===== src/shared/dac_link_defs.svh =====
`ifndef DAC_LINK_DEFS_SVH
`define DAC_LINK_DEFS_SVH

`define WORD_BITS       16
`define DAC_BITS        14
`define CNT_BITS        5
`define LAST_BIT        5'h10
`define SCLK_HALF_DIV   8'h04
`define FIFO_DEPTH      16
`define FIFO_AW         4
`define SYNC_W          6
`define SYNC_IDLE       6'h38
`define SCLK_IDLE       3'h7

`endif


===== src/shared/dac_link_pkg.sv =====
`include "dac_link_defs.svh"

package dac_link_pkg;
  typedef logic [`WORD_BITS-1:0] word_t;
  typedef logic [`DAC_BITS-1:0]  dac_code_t;
  typedef enum logic [1:0] {
    TX_IDLE = 2'b00,
    TX_HIGH = 2'b01,
    TX_LOW  = 2'b11,
    TX_END  = 2'b10
  } tx_state_t;
endpackage : dac_link_pkg


===== src/shared/dac_link_if.sv =====
`timescale 1ns/1ps

interface dac_link_if;
  logic sclk;
  logic frame_n;
  logic sdata;
  logic load_dac_strobe_n;
  logic chip_sel_n;

  modport converter (
    input sclk,
    input frame_n,
    input sdata,
    input load_dac_strobe_n,
    input chip_sel_n
  );

  modport host (
    output sclk,
    output frame_n,
    output sdata,
    output load_dac_strobe_n,
    output chip_sel_n
  );
endinterface : dac_link_if


===== src/design/dac_serial_word_loader.sv =====
`timescale 1ns/1ps
// Overview of operation
// - Host sends 16-bit words framed by active-low sync.
// - Load low: latch updates on sixteenth falling edge.
// - Host data valid at serial clock falling edge.
// - Rising-edge hosts invert clock before the device.
// - Order low, alignment high: LSB arrives first.
// - Order high, alignment low: MSB arrives first.
// - External timing logic drives load strobe synchronously.
// - Straps share parallel data bits eleven and ten.
// - Chip select tied low selects serial mode.

module dac_serial_word_loader
  import dac_link_pkg::*;
(
  input  wire logic       clk,
  input  wire logic       srst,
  dac_link_if.converter   link,
  input  wire logic       par_data_bit_eleven,
  input  wire logic       par_data_bit_ten,
  output dac_code_t       dac_code,
  output logic            dac_update,
  output word_t           input_word,
  output logic            word_done
);
  localparam logic [`SYNC_W-1:0] sync_idle = `SYNC_IDLE;

  logic [2:0]           clk_s_r;
  wire  [`SYNC_W-1:0]   pin_raw;
  wire  [`SYNC_W-1:0]   pin_sync;
  wire                  frm_n_s;
  wire                  ld_n_s;
  wire                  cs_n_s;
  wire                  dat_s;
  wire                  b11_s;
  wire                  b10_s;
  logic                 ld_prev_r;
  logic [`CNT_BITS-1:0] cnt_r;
  word_t                shift_r;
  word_t                shift_nxt;
  word_t                input_word_r;
  dac_code_t            dac_code_r;
  logic                 dac_update_r;
  logic                 word_done_r;
  logic                 order_r;
  logic                 align_r;

  // Reports a high-to-low change between two samples of a level.
  function automatic logic went_low(input logic prev, input logic now);
    went_low = prev && !now;
  endfunction : went_low

  // Bit order: frame, load strobe, chip select, data, straps.
  assign pin_raw = {link.frame_n, link.load_dac_strobe_n, link.chip_sel_n,
                    link.sdata, par_data_bit_eleven, par_data_bit_ten};

  genvar g;
  generate
    for (g = 0; g < `SYNC_W; g++) begin : g_sync
      logic meta_r;
      logic sync_r;

      always_ff @(posedge clk) begin
        if (srst) begin
          meta_r <= sync_idle[g];
        end else begin
          meta_r <= pin_raw[g];
        end
      end

      always_ff @(posedge clk) begin
        if (srst) begin
          sync_r <= sync_idle[g];
        end else begin
          sync_r <= meta_r;
        end
      end

      assign pin_sync[g] = sync_r;
    end
  endgenerate

  assign frm_n_s = pin_sync[5];
  assign ld_n_s  = pin_sync[4];
  assign cs_n_s  = pin_sync[3];
  assign dat_s   = pin_sync[2];
  assign b11_s   = pin_sync[1];
  assign b10_s   = pin_sync[0];

  // The serial clock idles high, so the stages reset high to avoid a false edge.
  always_ff @(posedge clk) begin
    if (srst) begin
      clk_s_r <= `SCLK_IDLE;
    end else begin
      clk_s_r <= {clk_s_r[1:0], link.sclk};
    end
  end

  wire serial_mode = !cs_n_s;
  wire fall        = went_low(clk_s_r[2], clk_s_r[1]);
  wire framed      = !frm_n_s && serial_mode;
  wire take_bit    = fall && framed;
  wire last_bit    = take_bit && (cnt_r == `LAST_BIT - 5'h01);
  wire lsb_first   = !order_r && align_r;
  wire ld_low      = !ld_n_s;
  wire ld_rise     = went_low(!ld_prev_r, !ld_n_s);
  wire load_now    = last_bit && ld_low;
  wire dac_code_t word_code = input_word_r[`DAC_BITS-1:0];

  assign shift_nxt = lsb_first ? {dat_s, shift_r[15:1]}
                               : {shift_r[14:0], dat_s};

  always_ff @(posedge clk) begin
    if (srst) begin
      order_r <= 1'b1;
    end else if (serial_mode && !framed) begin
      order_r <= b11_s;
    end
  end

  always_ff @(posedge clk) begin
    if (srst) begin
      align_r <= 1'b0;
    end else if (serial_mode && !framed) begin
      align_r <= b10_s;
    end
  end

  always_ff @(posedge clk) begin
    if (srst) begin
      cnt_r <= '0;
    end else if (!framed) begin
      cnt_r <= '0;
    end else if (take_bit) begin
      cnt_r <= last_bit ? '0 : cnt_r + 5'h01;
    end
  end

  always_ff @(posedge clk) begin
    if (srst) begin
      shift_r <= '0;
    end else if (take_bit) begin
      shift_r <= shift_nxt;
    end
  end

  always_ff @(posedge clk) begin
    if (srst) begin
      ld_prev_r <= 1'b1;
    end else begin
      ld_prev_r <= ld_n_s;
    end
  end

  always_ff @(posedge clk) begin
    if (srst) begin
      word_done_r <= 1'b0;
    end else begin
      word_done_r <= last_bit;
    end
  end

  always_ff @(posedge clk) begin
    if (srst) begin
      input_word_r <= '0;
    end else if (last_bit) begin
      input_word_r <= shift_nxt;
    end
  end

  always_ff @(posedge clk) begin
    if (srst) begin
      dac_update_r <= 1'b0;
    end else begin
      dac_update_r <= load_now || ld_rise;
    end
  end

  always_ff @(posedge clk) begin
    if (srst) begin
      dac_code_r <= '0;
    end else if (load_now) begin
      dac_code_r <= shift_nxt[`DAC_BITS-1:0];
    end else if (ld_rise) begin
      dac_code_r <= word_code;
    end
  end

  assign dac_code   = dac_code_r;
  assign dac_update = dac_update_r;
  assign input_word = input_word_r;
  assign word_done  = word_done_r;
endmodule : dac_serial_word_loader


===== src/flat_wrapper.sv =====
// flat-port wrapper written by rule: the top's interface ports become plain ports
module dac_serial_word_loader_flat import dac_link_pkg::*;
  (clk, srst, par_data_bit_eleven, par_data_bit_ten, dac_code, dac_update, input_word, word_done, link_sclk, link_frame_n, link_sdata, link_load_dac_strobe_n, link_chip_sel_n);
  dac_link_if link_i ();
  input  wire logic clk;
  input  wire logic srst;
  input  wire logic par_data_bit_eleven;
  input  wire logic par_data_bit_ten;
  output dac_code_t dac_code;
  output logic dac_update;
  output word_t input_word;
  output logic word_done;
  input wire logic [$bits(link_i.sclk)-1:0] link_sclk;
  input wire logic [$bits(link_i.frame_n)-1:0] link_frame_n;
  input wire logic [$bits(link_i.sdata)-1:0] link_sdata;
  input wire logic [$bits(link_i.load_dac_strobe_n)-1:0] link_load_dac_strobe_n;
  input wire logic [$bits(link_i.chip_sel_n)-1:0] link_chip_sel_n;
  assign link_i.sclk = link_sclk;
  assign link_i.frame_n = link_frame_n;
  assign link_i.sdata = link_sdata;
  assign link_i.load_dac_strobe_n = link_load_dac_strobe_n;
  assign link_i.chip_sel_n = link_chip_sel_n;
  dac_serial_word_loader u_core (.clk(clk), .srst(srst), .link(link_i), .par_data_bit_eleven(par_data_bit_eleven), .par_data_bit_ten(par_data_bit_ten), .dac_code(dac_code), .dac_update(dac_update), .input_word(input_word), .word_done(word_done));
endmodule

===== config.mk =====
export PLATFORM = sky130hd
export DESIGN_NAME = dac_serial_word_loader_flat
export DESIGN_NICKNAME = d
export VERILOG_FILES = /design/src/shared/dac_link_pkg.sv /design/src/shared/dac_link_if.sv /design/src/design/dac_serial_word_loader.sv /design/src/flat_wrapper.sv
export VERILOG_INCLUDE_DIRS = /design/src /design/src/shared
export SDC_FILE = /design/constraint.sdc
export NUM_CORES = 1
export LEC_CHECK = 0
export BUFFER_PORTS_ARGS = -buffer_cell sky130_fd_sc_hd__buf_2
export CAP_MARGIN = 20
export CELL_PAD_IN_SITES_DETAIL_PLACEMENT = 1
export CELL_PAD_IN_SITES_GLOBAL_PLACEMENT = 1
export CORE_MARGIN = 2
export CORE_UTILIZATION = 43
export DETAILED_ROUTE_END_ITERATION = 10
export PLACE_DENSITY_LB_ADDON = 0.1
export SLEW_MARGIN = 20
export SYNTH_ARGS = -nofsm -noshare
export SYNTH_HDL_FRONTEND = slang
export SYNTH_SLANG_ARGS = --single-unit

===== constraint.sdc =====
create_clock -name clk -period 2.2 [get_ports clk]
set_input_delay 0.22 -clock clk [delete_from_list [all_inputs] [get_ports clk]]
set_output_delay 0.22 -clock clk [all_outputs]
set_load 0.05 [all_outputs]

==> impl_results.md, run 1 <==
* Outcome: completed
* Crit share post-route at 88.2%
* Iter 0 DRT Violations at 150
* F_max at 515 MHz
* Final TNS setup at 0 ns
* GRT Util Overall at 19.6%
* Req. time, crit path at 2.44 ns
* Finish-stage setup viols at 0
* CTS root buffer: clkbuf_8
* Antenna diodes at 0
* Worst-case vdd ir drop at 387 uV
* Die footprint at 7100 um2
* Layout area overhead at 17.7%
* Number of global-route vias before repair at 2175
* Pin count of the biggest net entering global routing at 54
* Share of Yosys cell area claimed by the top area cell type at 51.3%
* # hold bufs at CTS at 0
* Final antenna-violating net count at 0
* Pins Over Slew Limit at 0
* Final Hold Fails at 0
* Final Critical Period at 1.94 ns
* Yosys reg bits at 71
* Initial Utilization at 44.1%
* Die width at 84.2 um
* Post-Synthesis Net Count at 292
* Setup crit start: u_core.cnt_r[0]
* Synth area leaders: dfxtp_1 (51%), a211oi_1 (8.9%), mux2i_1 (5.1%)
* # port buffers at 40
* Io pins at 41
* Post-synth EDFFs at 0
* MaxCap Viol Count at 0
* Leakage power at 1.18 nW
* Post-CTS Resized at 0
* Wire length per cell at 16.7 um
* Post-synth top cells: dfxtp_1 (71), a211oi_1 (33), a21oi_1 (22), nor2_1 (22), clkbuf_1 (20)
* DIE HEIGHT at 84.2 um
* Clock-pin slew on the worst setup and hold paths at 0.07 ns
* Max Buffers Root-to-Sink at 2
* Slew HR at 54.0%
* RSZ-0062 raised after global routing: false
* Min-Delay Path Class: input pin to flip-flop
* Area leader, netlist: dfxtp_1
* Worst r2r src: u_core.cnt_r[0]
* # H-tree levels at 3
* TritonCTS Buffers at 9
* Worst EP arrival at 2.18 ns
* DR pass1 iterations at 4
* Drt drc at 0
* WS Path Type: flip-flop to flip-flop
* Reg2reg setup slack at 0.26 ns
* Hold path startpoint: link_frame_n
* Total grt overflow at 0
* Share of the yosys chip area belonging to registers at 51.3%
* Async S/R FF share, synth at 0%
* Synth Area per Inst at 9.85 um2
* Via density at 5.69
* Worst-Margin Slew at 0.690 ns
* Later-pin clock latency in the skew report at 0.34 ns
* Layout cell share with drive strength beyond 1 at 24.5%
* Pwr Density at 760 nW/um2
* Final setup skew at 0.00779 ns
* Distinct cell type count after synthesis at 37
* Post-CTS Setup Bufs at 0
* Rows at 29
* Setup crit start kind: flip-flop
* Antenna violations before repair at 0
* Critical Path Fanout Max at 14
* Top FF cell, synth: dfxtp_1
* Final core utilization at 51.9%
* Area of the core at 6280 um2
* Yosys warns at 0
* Drt total wl at 6660 um
* Post-Syn Instances at 281
* Clock Sinks at 71
* Vias after detailed routing at 2271
* Number of nets in the layout at 328
* CTS tree: yes
* Post-DP HPWL at 4440 um
* First-pass GRT wire length at 11100 um
* Cell with the most instances after synthesis: dfxtp_1
* GPL Wtd Cong at 0.742
* Cell Area, Synth at 2770 um2
* Nature of the critical path endpoint: flip-flop
## area by class of cell
type                       instances  area (um2)
clock buffer                      13         169
clock inverter                     3        40.0
fill                             711        3020
inverter                           6        22.5
multi-input combinational        179        1220
sequential                        71        1420
tap                               77        96.3
timing repair buffer              50         288
## placed cells by master, fill, tap and decap left out, types with 2 or more instances in the layout
cell	count
or2_2	10
a21oi_1	22
or3_1	2
nand3_1	8
nand2_1	9
nor2b_1	9
and3_1	2
clkbuf_8	12
clkinv_2	2
a211oi_1	33
a2111oi_0	4
buf_2	40
a221oi_1	3
nor2_1	22
inv_1	5
o21ai_0	5
ha_1	2
dfxtp_1	71
o2111ai_1	7
and3b_1	4
o311ai_1	5
nand2b_1	3
a311oi_1	4
mux2i_1	14
buf_4	9
## per-stage QoR
stage	cell area [um2]	hold slack [ns]	instances	total power [mW]	setup WS, ns
after floorplan	2770	0.324	281	1.39	0.259
after global placement	3050	0.393	383	1.41	0.392
after detailed placement	3050	0.400	383	1.41	0.273
after CTS	3260	0.0453	399	2.50	0.245
after global routing	3260	0.0503	399	2.56	0.0821
final	3260	0.0610	399	2.48	0.259
## sequential cells by signal, summed over array words and instances (netlist names)
name	count
u_core.input_word	16
u_core.shift_r	16
u_core.dac_code	14
u_core.g_sync.meta_r	6
u_core.cnt_r	5
u_core.clk_s_r	3
u_core.align_r	1
u_core.b10_s	1
u_core.b11_s	1
u_core.cs_n_s	1
u_core.dac_update	1
u_core.dat_s	1
u_core.frm_n_s	1
u_core.g_sync.sync_r	1
u_core.ld_prev_r	1
u_core.order_r	1
u_core.word_done	1
## power breakdown
group	total [mW]	internal (mW)	switching (mW)
logic	0.0716	0.0258	0.0457
clock network	1.09	0.614	0.479
registers	1.31	1.30	0.00988
## critical path, cell delays in order (launching register included)
cell	delay (ns)
dfxtp_1	0.37
ha_1	0.18
and3_1	0.18
ha_1	0.24
nand2b_1	0.07
buf_4	0.19
or2_4	0.31
o311ai_0	0.28
## per-layer routing
metal	up-vias	track usage (%)	part of all wire, %
met3	6	4.82	3.2
met4	0	7.33	1.0
li1	1115	-	-
met5	-	0	0
met2	43	29.9	47
met1	1107	27.0	49
## worst paths after layout
path                            cells past startpoint                      end
worst max-delay path                                7       u_core.dac_code[1]
worst min-delay path                                2  u_core.g_sync[5].meta_r
worst max register to register                      7       u_core.dac_code[1]
worst min register to register                      1           u_core.frm_n_s
## logic make-up (layout without fill, tap and decap cells)
kind of cell | Yosys count | count (layout) | synth area share (%)
xor gates and xnor gates | 1 | 1 | 0.316
AOI/OAI and AO/OA | 88 | 88 | 22.9
DFF | 71 | 71 | 51.3
muxes | 14 | 14 | 5.06
buffers and inverters | 31 | 72 | 4.83
and+or+nand+nor | 74 | 74 | 14.6
adders and majority gates | 2 | 2 | 0.904
Power figures use the tool's default switching activity.
==> run 2: changes to the inputs <==
--- a/config.mk
+++ b/config.mk
@@ -8,2 +8,3 @@
 export LEC_CHECK = 0
+export ABC_AREA = 1
 export BUFFER_PORTS_ARGS = -buffer_cell sky130_fd_sc_hd__buf_2
@@ -13,3 +14,3 @@
 export CORE_MARGIN = 2
-export CORE_UTILIZATION = 43
+export CORE_UTILIZATION = 41
 export DETAILED_ROUTE_END_ITERATION = 10
==> constraint.sdc (replaced) <==
create_clock -name clk -period 2.1 [get_ports clk]
set_input_delay 0.105 -clock clk [delete_from_list [all_inputs] [get_ports clk]]
set_output_delay 0.105 -clock clk [all_outputs]
set_load 0.05 [all_outputs]
==> run 2 against run 1 <==
Net effect: sequential share of layout area is 2.3 points lower; combinational power is 37% higher; hold slack better by 0.035 ns; critical endpoint unchanged; critical path depth is 2 higher; final area is 5.7% higher; largest power group is now the clock network; synthesized area is 2.3% higher; clock-buffer cell count is 2 lower; non-clock buffer count is 5 higher; clock skew is 0.0056 ns higher; synthesized cell count is 32% higher; wire length is 5.3% higher; critical path type unchanged; sequential power is 5% higher.
==> impl_results.md, run 2 <==
* Hold path depth at 2 (unchanged)
* TritonCTS Buffers at 9 (unchanged)
* Placed cells at 479 (was 383)
* CTS root buffer: clkbuf_8 (unchanged)
* Worst r2r src: u_core.cnt_r[0] (unchanged)
* Die width at 87.1 um (was 84.2 um)
* Nature of the critical path endpoint: flip-flop (unchanged)
* Max Buffers Root-to-Sink at 2 (unchanged)
* Net switching fraction of the power at 19.7% (was 21.6%)
* Synth Area per Inst at 7.66 um2 (was 9.85 um2)
* Pins Over Slew Limit at 0 (unchanged)
* Commonest non-fill, non-tap cell in the layout: nand2_1 (was dfxtp_1)
* Hold path startpoint: srst (was link_frame_n)
* Worst EP arrival at 2.05 ns (was 2.18 ns)
* GRT Util Overall at 20.5% (was 19.6%)
* CTS tree: yes (unchanged)
* Cell with the most instances after synthesis: nand2_1 (was dfxtp_1)
* Top delay family on crit path: simple AND/OR/NAND/NOR gates (unchanged)
* Post-layout instance area at 3440 um2 (was 3260 um2)
* Yosys warns at 0 (unchanged)
* Finish-stage setup viols at 0 (unchanged)
* # H-tree levels at 3 (unchanged)
* Total chip power at 2.96 mW (was 2.48 mW)
* WS Path Type: flip-flop to flip-flop (unchanged)
* Total grt overflow at 0 (unchanged)
* Pin count of the biggest net entering global routing at 36 (was 54)
* Number of buffers and inverters on the critical path at 1 (unchanged)
* Cell Area, Synth at 2830 um2 (was 2770 um2)
* Final setup skew at 0.0134 ns (was 0.00779 ns)
* Post-Syn Instances at 370 (was 281)
* Final Hold Fails at 0 (unchanged)
* Layout cell share with drive strength beyond 1 at 19.9% (was 24.5%)
* GPL Wtd Cong at 0.762 (was 0.742)
* Async S/R FF share, synth at 0% (unchanged)
* Distinct cell type count after synthesis at 26 (was 37)
* Final TNS setup at 0 ns (unchanged)
* Wire length per cell at 14.0 um (was 16.7 um)
* DR pass1 iterations at 4 (unchanged)
* First-pass GRT wire length at 11900 um (was 11100 um)
* Area of the core at 6760 um2 (was 6280 um2)
* NetSw at 0.584 mW (was 0.535 mW)
* Drt total wl at 7010 um (was 6660 um)
* Final Critical Period at 1.82 ns (was 1.94 ns)
* DP Area at 3100 um2 (was 3050 um2)
* Die footprint at 7590 um2 (was 7100 um2)
* Outcome: completed (unchanged)
* Area leader, netlist: dfxtp_1 (unchanged)
* Post-Synthesis Net Count at 381 (was 292)
* Clock-pin slew on the worst setup and hold paths at 0.07 ns (about the same)
* Slew HR at 64.2% (was 54.0%)
* DIE HEIGHT at 87.1 um (was 84.2 um)
* Combinational cell fraction of total power at 3.3% (was 2.9%)
* RR Endpoint: u_core.dac_code[1] (unchanged)
* Clock power frac at 50.3% (was 44.2%)
* # port buffers at 40 (unchanged)
* Vias after detailed routing at 2449 (was 2271)
* Part of the power in registers at 46.4% (was 53.0%)
* Crit-path max cell delay at 0.37 ns (about the same)
* Hold Slack at 0.0964 ns (was 0.0610 ns)
* Initial Utilization at 41.9% (was 44.1%)
* Internal power at 2.38 mW (was 1.94 mW)
* Post-synth top cells: nand2_1 (76), dfxtp_1 (71), inv_1 (42) (was dfxtp_1 (71), a211oi_1 (33), a21oi_1 (22), nor2_1 (22), clkbuf_1 (20))
* CP Cell Sequence: ha_1 -> inv_1 -> nor3_1 -> ha_1 -> nand3_4 -> nor2_4 -> nand2_1 -> nand2_1 -> a21oi_1 (was ha_1 -> and3_1 -> ha_1 -> nand2b_1 -> buf_4 -> or2_4 -> o311ai_0)
* Worst-case vdd ir drop at 516 uV (was 387 uV)
* Iter 0 DRT Violations at 75 (was 150)
* Post-synth EDFFs at 0 (unchanged)
* Leakage power at 1.61 nW (was 1.18 nW)
* CP max stage cell: dfxtp_1 (unchanged)
* Later-pin clock latency in the skew report at 0.35 ns (was 0.34 ns)
* Share of the yosys chip area belonging to registers at 50.2% (was 51.3%)
* Antenna diodes at 0 (unchanged)
* Drt drc at 0 (unchanged)
* MaxCap Viol Count at 0 (unchanged)
* Req. time, crit path at 2.33 ns (was 2.44 ns)
* Final antenna-violating net count at 0 (unchanged)
* Layout area overhead at 21.6% (was 17.7%)
* Post-CTS Resized at 0 (unchanged)
* F_max at 549 MHz (was 515 MHz)
* Number of nets in the layout at 428 (was 328)
* Io pins at 41 (unchanged)
* FF-to-FF path depth at 9 (was 7)
* Synth area leaders: dfxtp_1 (50%), nand2_1 (10%), a21oi_1 (6.0%) (was dfxtp_1 (51%), a211oi_1 (8.9%), mux2i_1 (5.1%))
* Share of Yosys cell area claimed by the top area cell type at 50.2% (was 51.3%)
* Crit share post-route at 86.7% (was 88.2%)
* Clock Sinks at 71 (unchanged)
* Worst-Margin Slew at 0.531 ns (was 0.690 ns)
* Pwr Density at 859 nW/um2 (was 760 nW/um2)
* Top FF cell, synth: dfxtp_1 (unchanged)
* Critical Path Fanout Max at 14 (unchanged)
* Most frequent cells in the layout: nand2_1 (76), dfxtp_1 (71), inv_1 (42) (was dfxtp_1 (71), buf_2 (40), a211oi_1 (33))
* RSZ-0062 raised after global routing: false (unchanged)
* Via density at 4.88 (was 5.69)
* Finished Layout Cells at 502 (was 399)
* Number of global-route vias before repair at 2428 (was 2175)
* Min-Delay Path Class: input pin to flip-flop (unchanged)
* Hold Path End: u_core.g_sync[2].meta_r (was u_core.g_sync[5].meta_r)
* Reg2reg setup slack at 0.28 ns (was 0.26 ns)
* Setup crit start kind: flip-flop (unchanged)
* Yosys reg bits at 71 (unchanged)
* Antenna violations before repair at 0 (unchanged)
* Rows at 30 (was 29)
* Post-DP HPWL at 4930 um (was 4440 um)
-- run 2: how the worst max path moves through the flow --
stage | start | endpoint | slack [ns] | cells after the start
2_1_floorplan | u_core.cnt_r[0] | u_core.input_word[5] | 0.44 | 10
3_3_place_gp | u_core.cnt_r[0] | u_core.dac_code[1] | 0.33 | 9
3_5_place_dp | u_core.cnt_r[0] | u_core.dac_code[10] | 0.26 | 9
4_1_cts | u_core.cnt_r[0] | u_core.dac_code[2] | 0.24 | 9
5_1_grt | u_core.cnt_r[1] | u_core.dac_code[13] | 0.06 | 9
6_report | u_core.cnt_r[0] | u_core.dac_code[1] | 0.28 | 9
-- run 2: kinds of logic after synthesis --
| logic type | Yosys count | share of synthesized area [%] |
|---|---|---|
| DFF | 71 | 50.2 |
| and+or+nand+nor | 158 | 25.6 |
| buffers and inverters | 64 | 9.41 |
| AOI/OAI and AO/OA | 73 | 13.3 |
| xor gates and xnor gates | 2 | 0.618 |
| adders and majority gates | 2 | 0.883 |
-- run 2: power groups by stage --
| stage | combinational (mW) | sequential, mW | clock (mW) |
|---|---|---|---|
| floorplan | 0.0536 | 1.41 | 0 |
| global placement | 0.0878 | 1.40 | 0 |
| detailed placement | 0.0892 | 1.40 | 0 |
| CTS | 0.0997 | 1.37 | 1.52 |
| global route | 0.111 | 1.37 | 1.59 |
| finish | 0.0981 | 1.37 | 1.49 |
-- run 2: metrics by stage --
| step | utilization (%) | setup slack, ns |
|---|---|---|
| final | 51.0 | 0.279 |
| after detailed placement | 45.8 | 0.256 |
| after floorplan | - | 0.437 |
| after global placement | 45.8 | 0.330 |
| after CTS | 51.0 | 0.242 |
| after global routing | 51.0 | 0.0619 |
-- run 2: timing repair --
action	4_1_cts	5_1_grt
hold buffers	7	0
setup buffers	0	0
hold endpoints to repair	7	0
-- run 2: cell type report --
cell class              instances  area (um2)
multi-input cells             235        1140
fillers                       878        3310
flip-flops and latches         71        1420
repair buffers                 55         330
inverters                      45         169
clock buffers                  11         151
well taps                      80         100
clock inverters                 5         128
-- run 2: metal layers --
metal,vias up,GRT usage [%],share of wire [%]
li1,1273,-,-
met3,11,3.98,2.8
met5,-,0,0
met4,0,7.97,1.6
met2,37,32.5,44
met1,1128,27.5,51
==> run 3: changes to the inputs <==
- CORE_MARGIN: 2 -> 5
- CORE_UTILIZATION: 41 -> 44
- clock period: 2.1 -> 2.11 ns (I/O delays scaled with it)
==> run 3 against run 2 <==
Net effect: clock skew is essentially flat; largest power group is now sequential cells; final area decreased by 1.9%; final cell count shrank 0.80%; global-route usage fell by 2.0 points; first-iteration DRC count increased by 99%; highest routed layer unchanged; combinational power decreased by 2.1%.
==> impl_results.md, run 3 (synthesis results as in run 2) <==
* # H-tree levels at 3 (unchanged)
* TritonCTS Buffers at 9 (unchanged)
* Part of the power in registers at 51.8% (was 46.4%)
* Final antenna-violating net count at 0 (unchanged)
* CP max stage cell: dfxtp_1 (unchanged)
* Clock power frac at 44.6% (was 50.3%)
* Number of buffers and inverters on the critical path at 4 (was 1)
* Antenna violations before repair at 0 (unchanged)
* Hold Slack at 0.218 ns (was 0.0964 ns)
* Final TNS setup at 0 ns (unchanged)
* Crit-path max cell delay at 0.37 ns (about the same)
* WS Path Type: flip-flop to flip-flop (unchanged)
* Worst r2r src: u_core.cnt_r[0] (unchanged)
* FF-to-FF path depth at 10 (was 9)
* MaxCap Viol Count at 0 (unchanged)
* Drt drc at 0 (unchanged)
* First-pass GRT wire length at 12300 um (was 11900 um)
* Internal power at 2.06 mW (was 2.38 mW)
* Layout cell share with drive strength beyond 1 at 19.2% (was 19.9%)
* Io pins at 41 (unchanged)
* GRT Util Overall at 18.5% (was 20.5%)
* Critical Path Fanout Max at 11 (was 14)
* Clock-pin slew on the worst setup and hold paths at 0.07 ns (about the same)
* Number of nets in the layout at 427 (was 428)
* # port buffers at 40 (unchanged)
* Final Hold Fails at 0 (unchanged)
* Later-pin clock latency in the skew report at 0.35 ns (about the same)
* Layout area overhead at 19.3% (was 21.6%)
* Min-Delay Path Class: input pin to flip-flop (unchanged)
* Worst EP arrival at 2.10 ns (was 2.05 ns)
* Drt total wl at 7210 um (was 7010 um)
* Req. time, crit path at 2.35 ns (was 2.33 ns)
* Combinational cell fraction of total power at 3.6% (was 3.3%)
* Antenna diodes at 0 (unchanged)
* Crit path to: u_core.input_word[5] (was u_core.dac_code[1])
* Setup crit start: u_core.cnt_r[0] (unchanged)
* DIE HEIGHT at 90.2 um (was 87.1 um)
* Total grt overflow at 0 (unchanged)
* RR Endpoint: u_core.input_word[5] (was u_core.dac_code[1])
* Nature of the critical path endpoint: flip-flop (unchanged)
* Slew HR at 62.0% (was 64.2%)
* Initial Utilization at 44.9% (was 41.9%)
* Area of the core at 6310 um2 (was 6760 um2)
* Clock Sinks at 71 (unchanged)
* Pins Over Slew Limit at 0 (unchanged)
* Placed cells at 474 (was 479)
* Post-DP HPWL at 4990 um (was 4930 um)
* Top delay family on crit path: adder cells (was simple AND/OR/NAND/NOR gates)
* Worst-case vdd ir drop at 501 uV (was 516 uV)
* Rows at 29 (was 30)
* Commonest non-fill, non-tap cell in the layout: nand2_1 (unchanged)
* Leakage power at 1.58 nW (was 1.61 nW)
* Via density at 5.02 (was 4.88)
* Most frequent cells in the layout: nand2_1 (76), dfxtp_1 (71), inv_1 (42) (unchanged)
* Net switching fraction of the power at 21.9% (was 19.7%)
* Finished Layout Cells at 498 (was 502)
* Worst path most repeated cell: inv_1
* Worst-Margin Slew at 0.565 ns (was 0.531 ns)
* DR pass1 iterations at 4 (unchanged)
* CP Cell Sequence: ha_1 -> inv_1 -> nor3_1 -> ha_1 -> nand3_4 -> inv_1 -> buf_4 -> a21oi_1 -> o21ai_0 -> inv_1 (was ha_1 -> inv_1 -> nor3_1 -> ha_1 -> nand3_4 -> nor2_4 -> nand2_1 -> nand2_1 -> a21oi_1)
* Iter 0 DRT Violations at 149 (was 75)
* Finish-stage setup viols at 0 (unchanged)
* F_max at 537 MHz (was 549 MHz)
* RSZ-0062 raised after global routing: false (unchanged)
* Final Critical Period at 1.86 ns (was 1.82 ns)
* Max Buffers Root-to-Sink at 2 (unchanged)
* Final setup skew at 0.0132 ns (was 0.0134 ns)
* Crit share post-route at 88.2% (was 86.7%)
* Vias after detailed routing at 2501 (was 2449)
* Setup crit start kind: flip-flop (unchanged)
* Reg2reg setup slack at 0.25 ns (was 0.28 ns)
* Number of global-route vias before repair at 2435 (was 2428)
* Number of cells on the critical path at 10 (was 9)
* Pwr Density at 781 nW/um2 (was 859 nW/um2)
* Total chip power at 2.64 mW (was 2.96 mW)
* Final core utilization at 53.5% (was 51.0%)
* Outcome: completed (unchanged)
* NetSw at 0.577 mW (was 0.584 mW)
* CTS root buffer: clkbuf_8 (unchanged)
* Wire length per cell at 14.5 um (was 14.0 um)
* Layout fillers at 819 (was 878)
* Pin count of the biggest net entering global routing at 36 (unchanged)
* Die footprint at 8140 um2 (was 7590 um2)
* Die width at 90.2 um (was 87.1 um)
* GPL Wtd Cong at 0.728 (was 0.762)
* CTS tree: yes (unchanged)
run 3: cell count changes in the layout (fill, tap and decap cells not counted), sizes merged:
| cell | delta |
|---|---|
| clkinvlp | -1 |
| clkinv | +3 |
| bufinv | -2 |
| buf | -1 |
run 3: how the worst min path moves through the flow:
stage                    startpoint                       to  slack (ns)  depth (start not counted)
global route                   srst             u_core.dat_s        0.23                          2
detailed placement  link_chip_sel_n  u_core.g_sync[3].meta_r        0.29                          2
finish                         srst             u_core.b11_s        0.22                          2
floorplan                 link_sclk        u_core.clk_s_r[0]        0.21                          1
global placement       link_frame_n  u_core.g_sync[5].meta_r        0.29                          2
CTS                            srst     u_core.input_word[0]        0.21                          2
run 3: final cells by class:
cell class	count	area [um2]	share of cell area (%)
Inverter	45	169	5.00
Sequential cell	71	1420	42.0
Clock buffer	11	131	3.89
Clock inverter	5	82.6	2.44
Timing Repair Buffer	54	335	9.92
Multi-Input combinational cell	235	1140	33.9
Tap cell	77	96.3	2.85
run 3: per-stage QoR:
stage	setup slack (ns)	area, um2
after floorplan	0.447	2830
after global placement	0.313	3080
after detailed placement	0.196	3080
after CTS	0.202	3360
after global routing	0.0263	3380
final	0.249	3380
run 3: what timing repair did:
action | CTS | global route
endpoints found under the setup margin | 0 | 3
resized for setup | 0 | 0
endpoints found under the hold margin | 7 | 0
hold buffers | 7 | 0
setup buffers | 0 | 1
run 3: power groups by stage:
stage          Clock (mW)  Sequential (mW)  Combinational (mW)
6_report             1.18             1.37              0.0960
5_1_grt              1.27             1.37               0.107
4_1_cts              1.21             1.37              0.0968
3_5_place_dp            0             1.40              0.0863
3_3_place_gp            0             1.40              0.0852
2_1_floorplan           0             1.40              0.0534
run 3: routing by layer:
metal  share of wire, %  GRT usage [%]
met1                 49           24.9
met4                1.4           5.96
met3                5.1           5.68
met5                  0              0
met2                 45           28.3
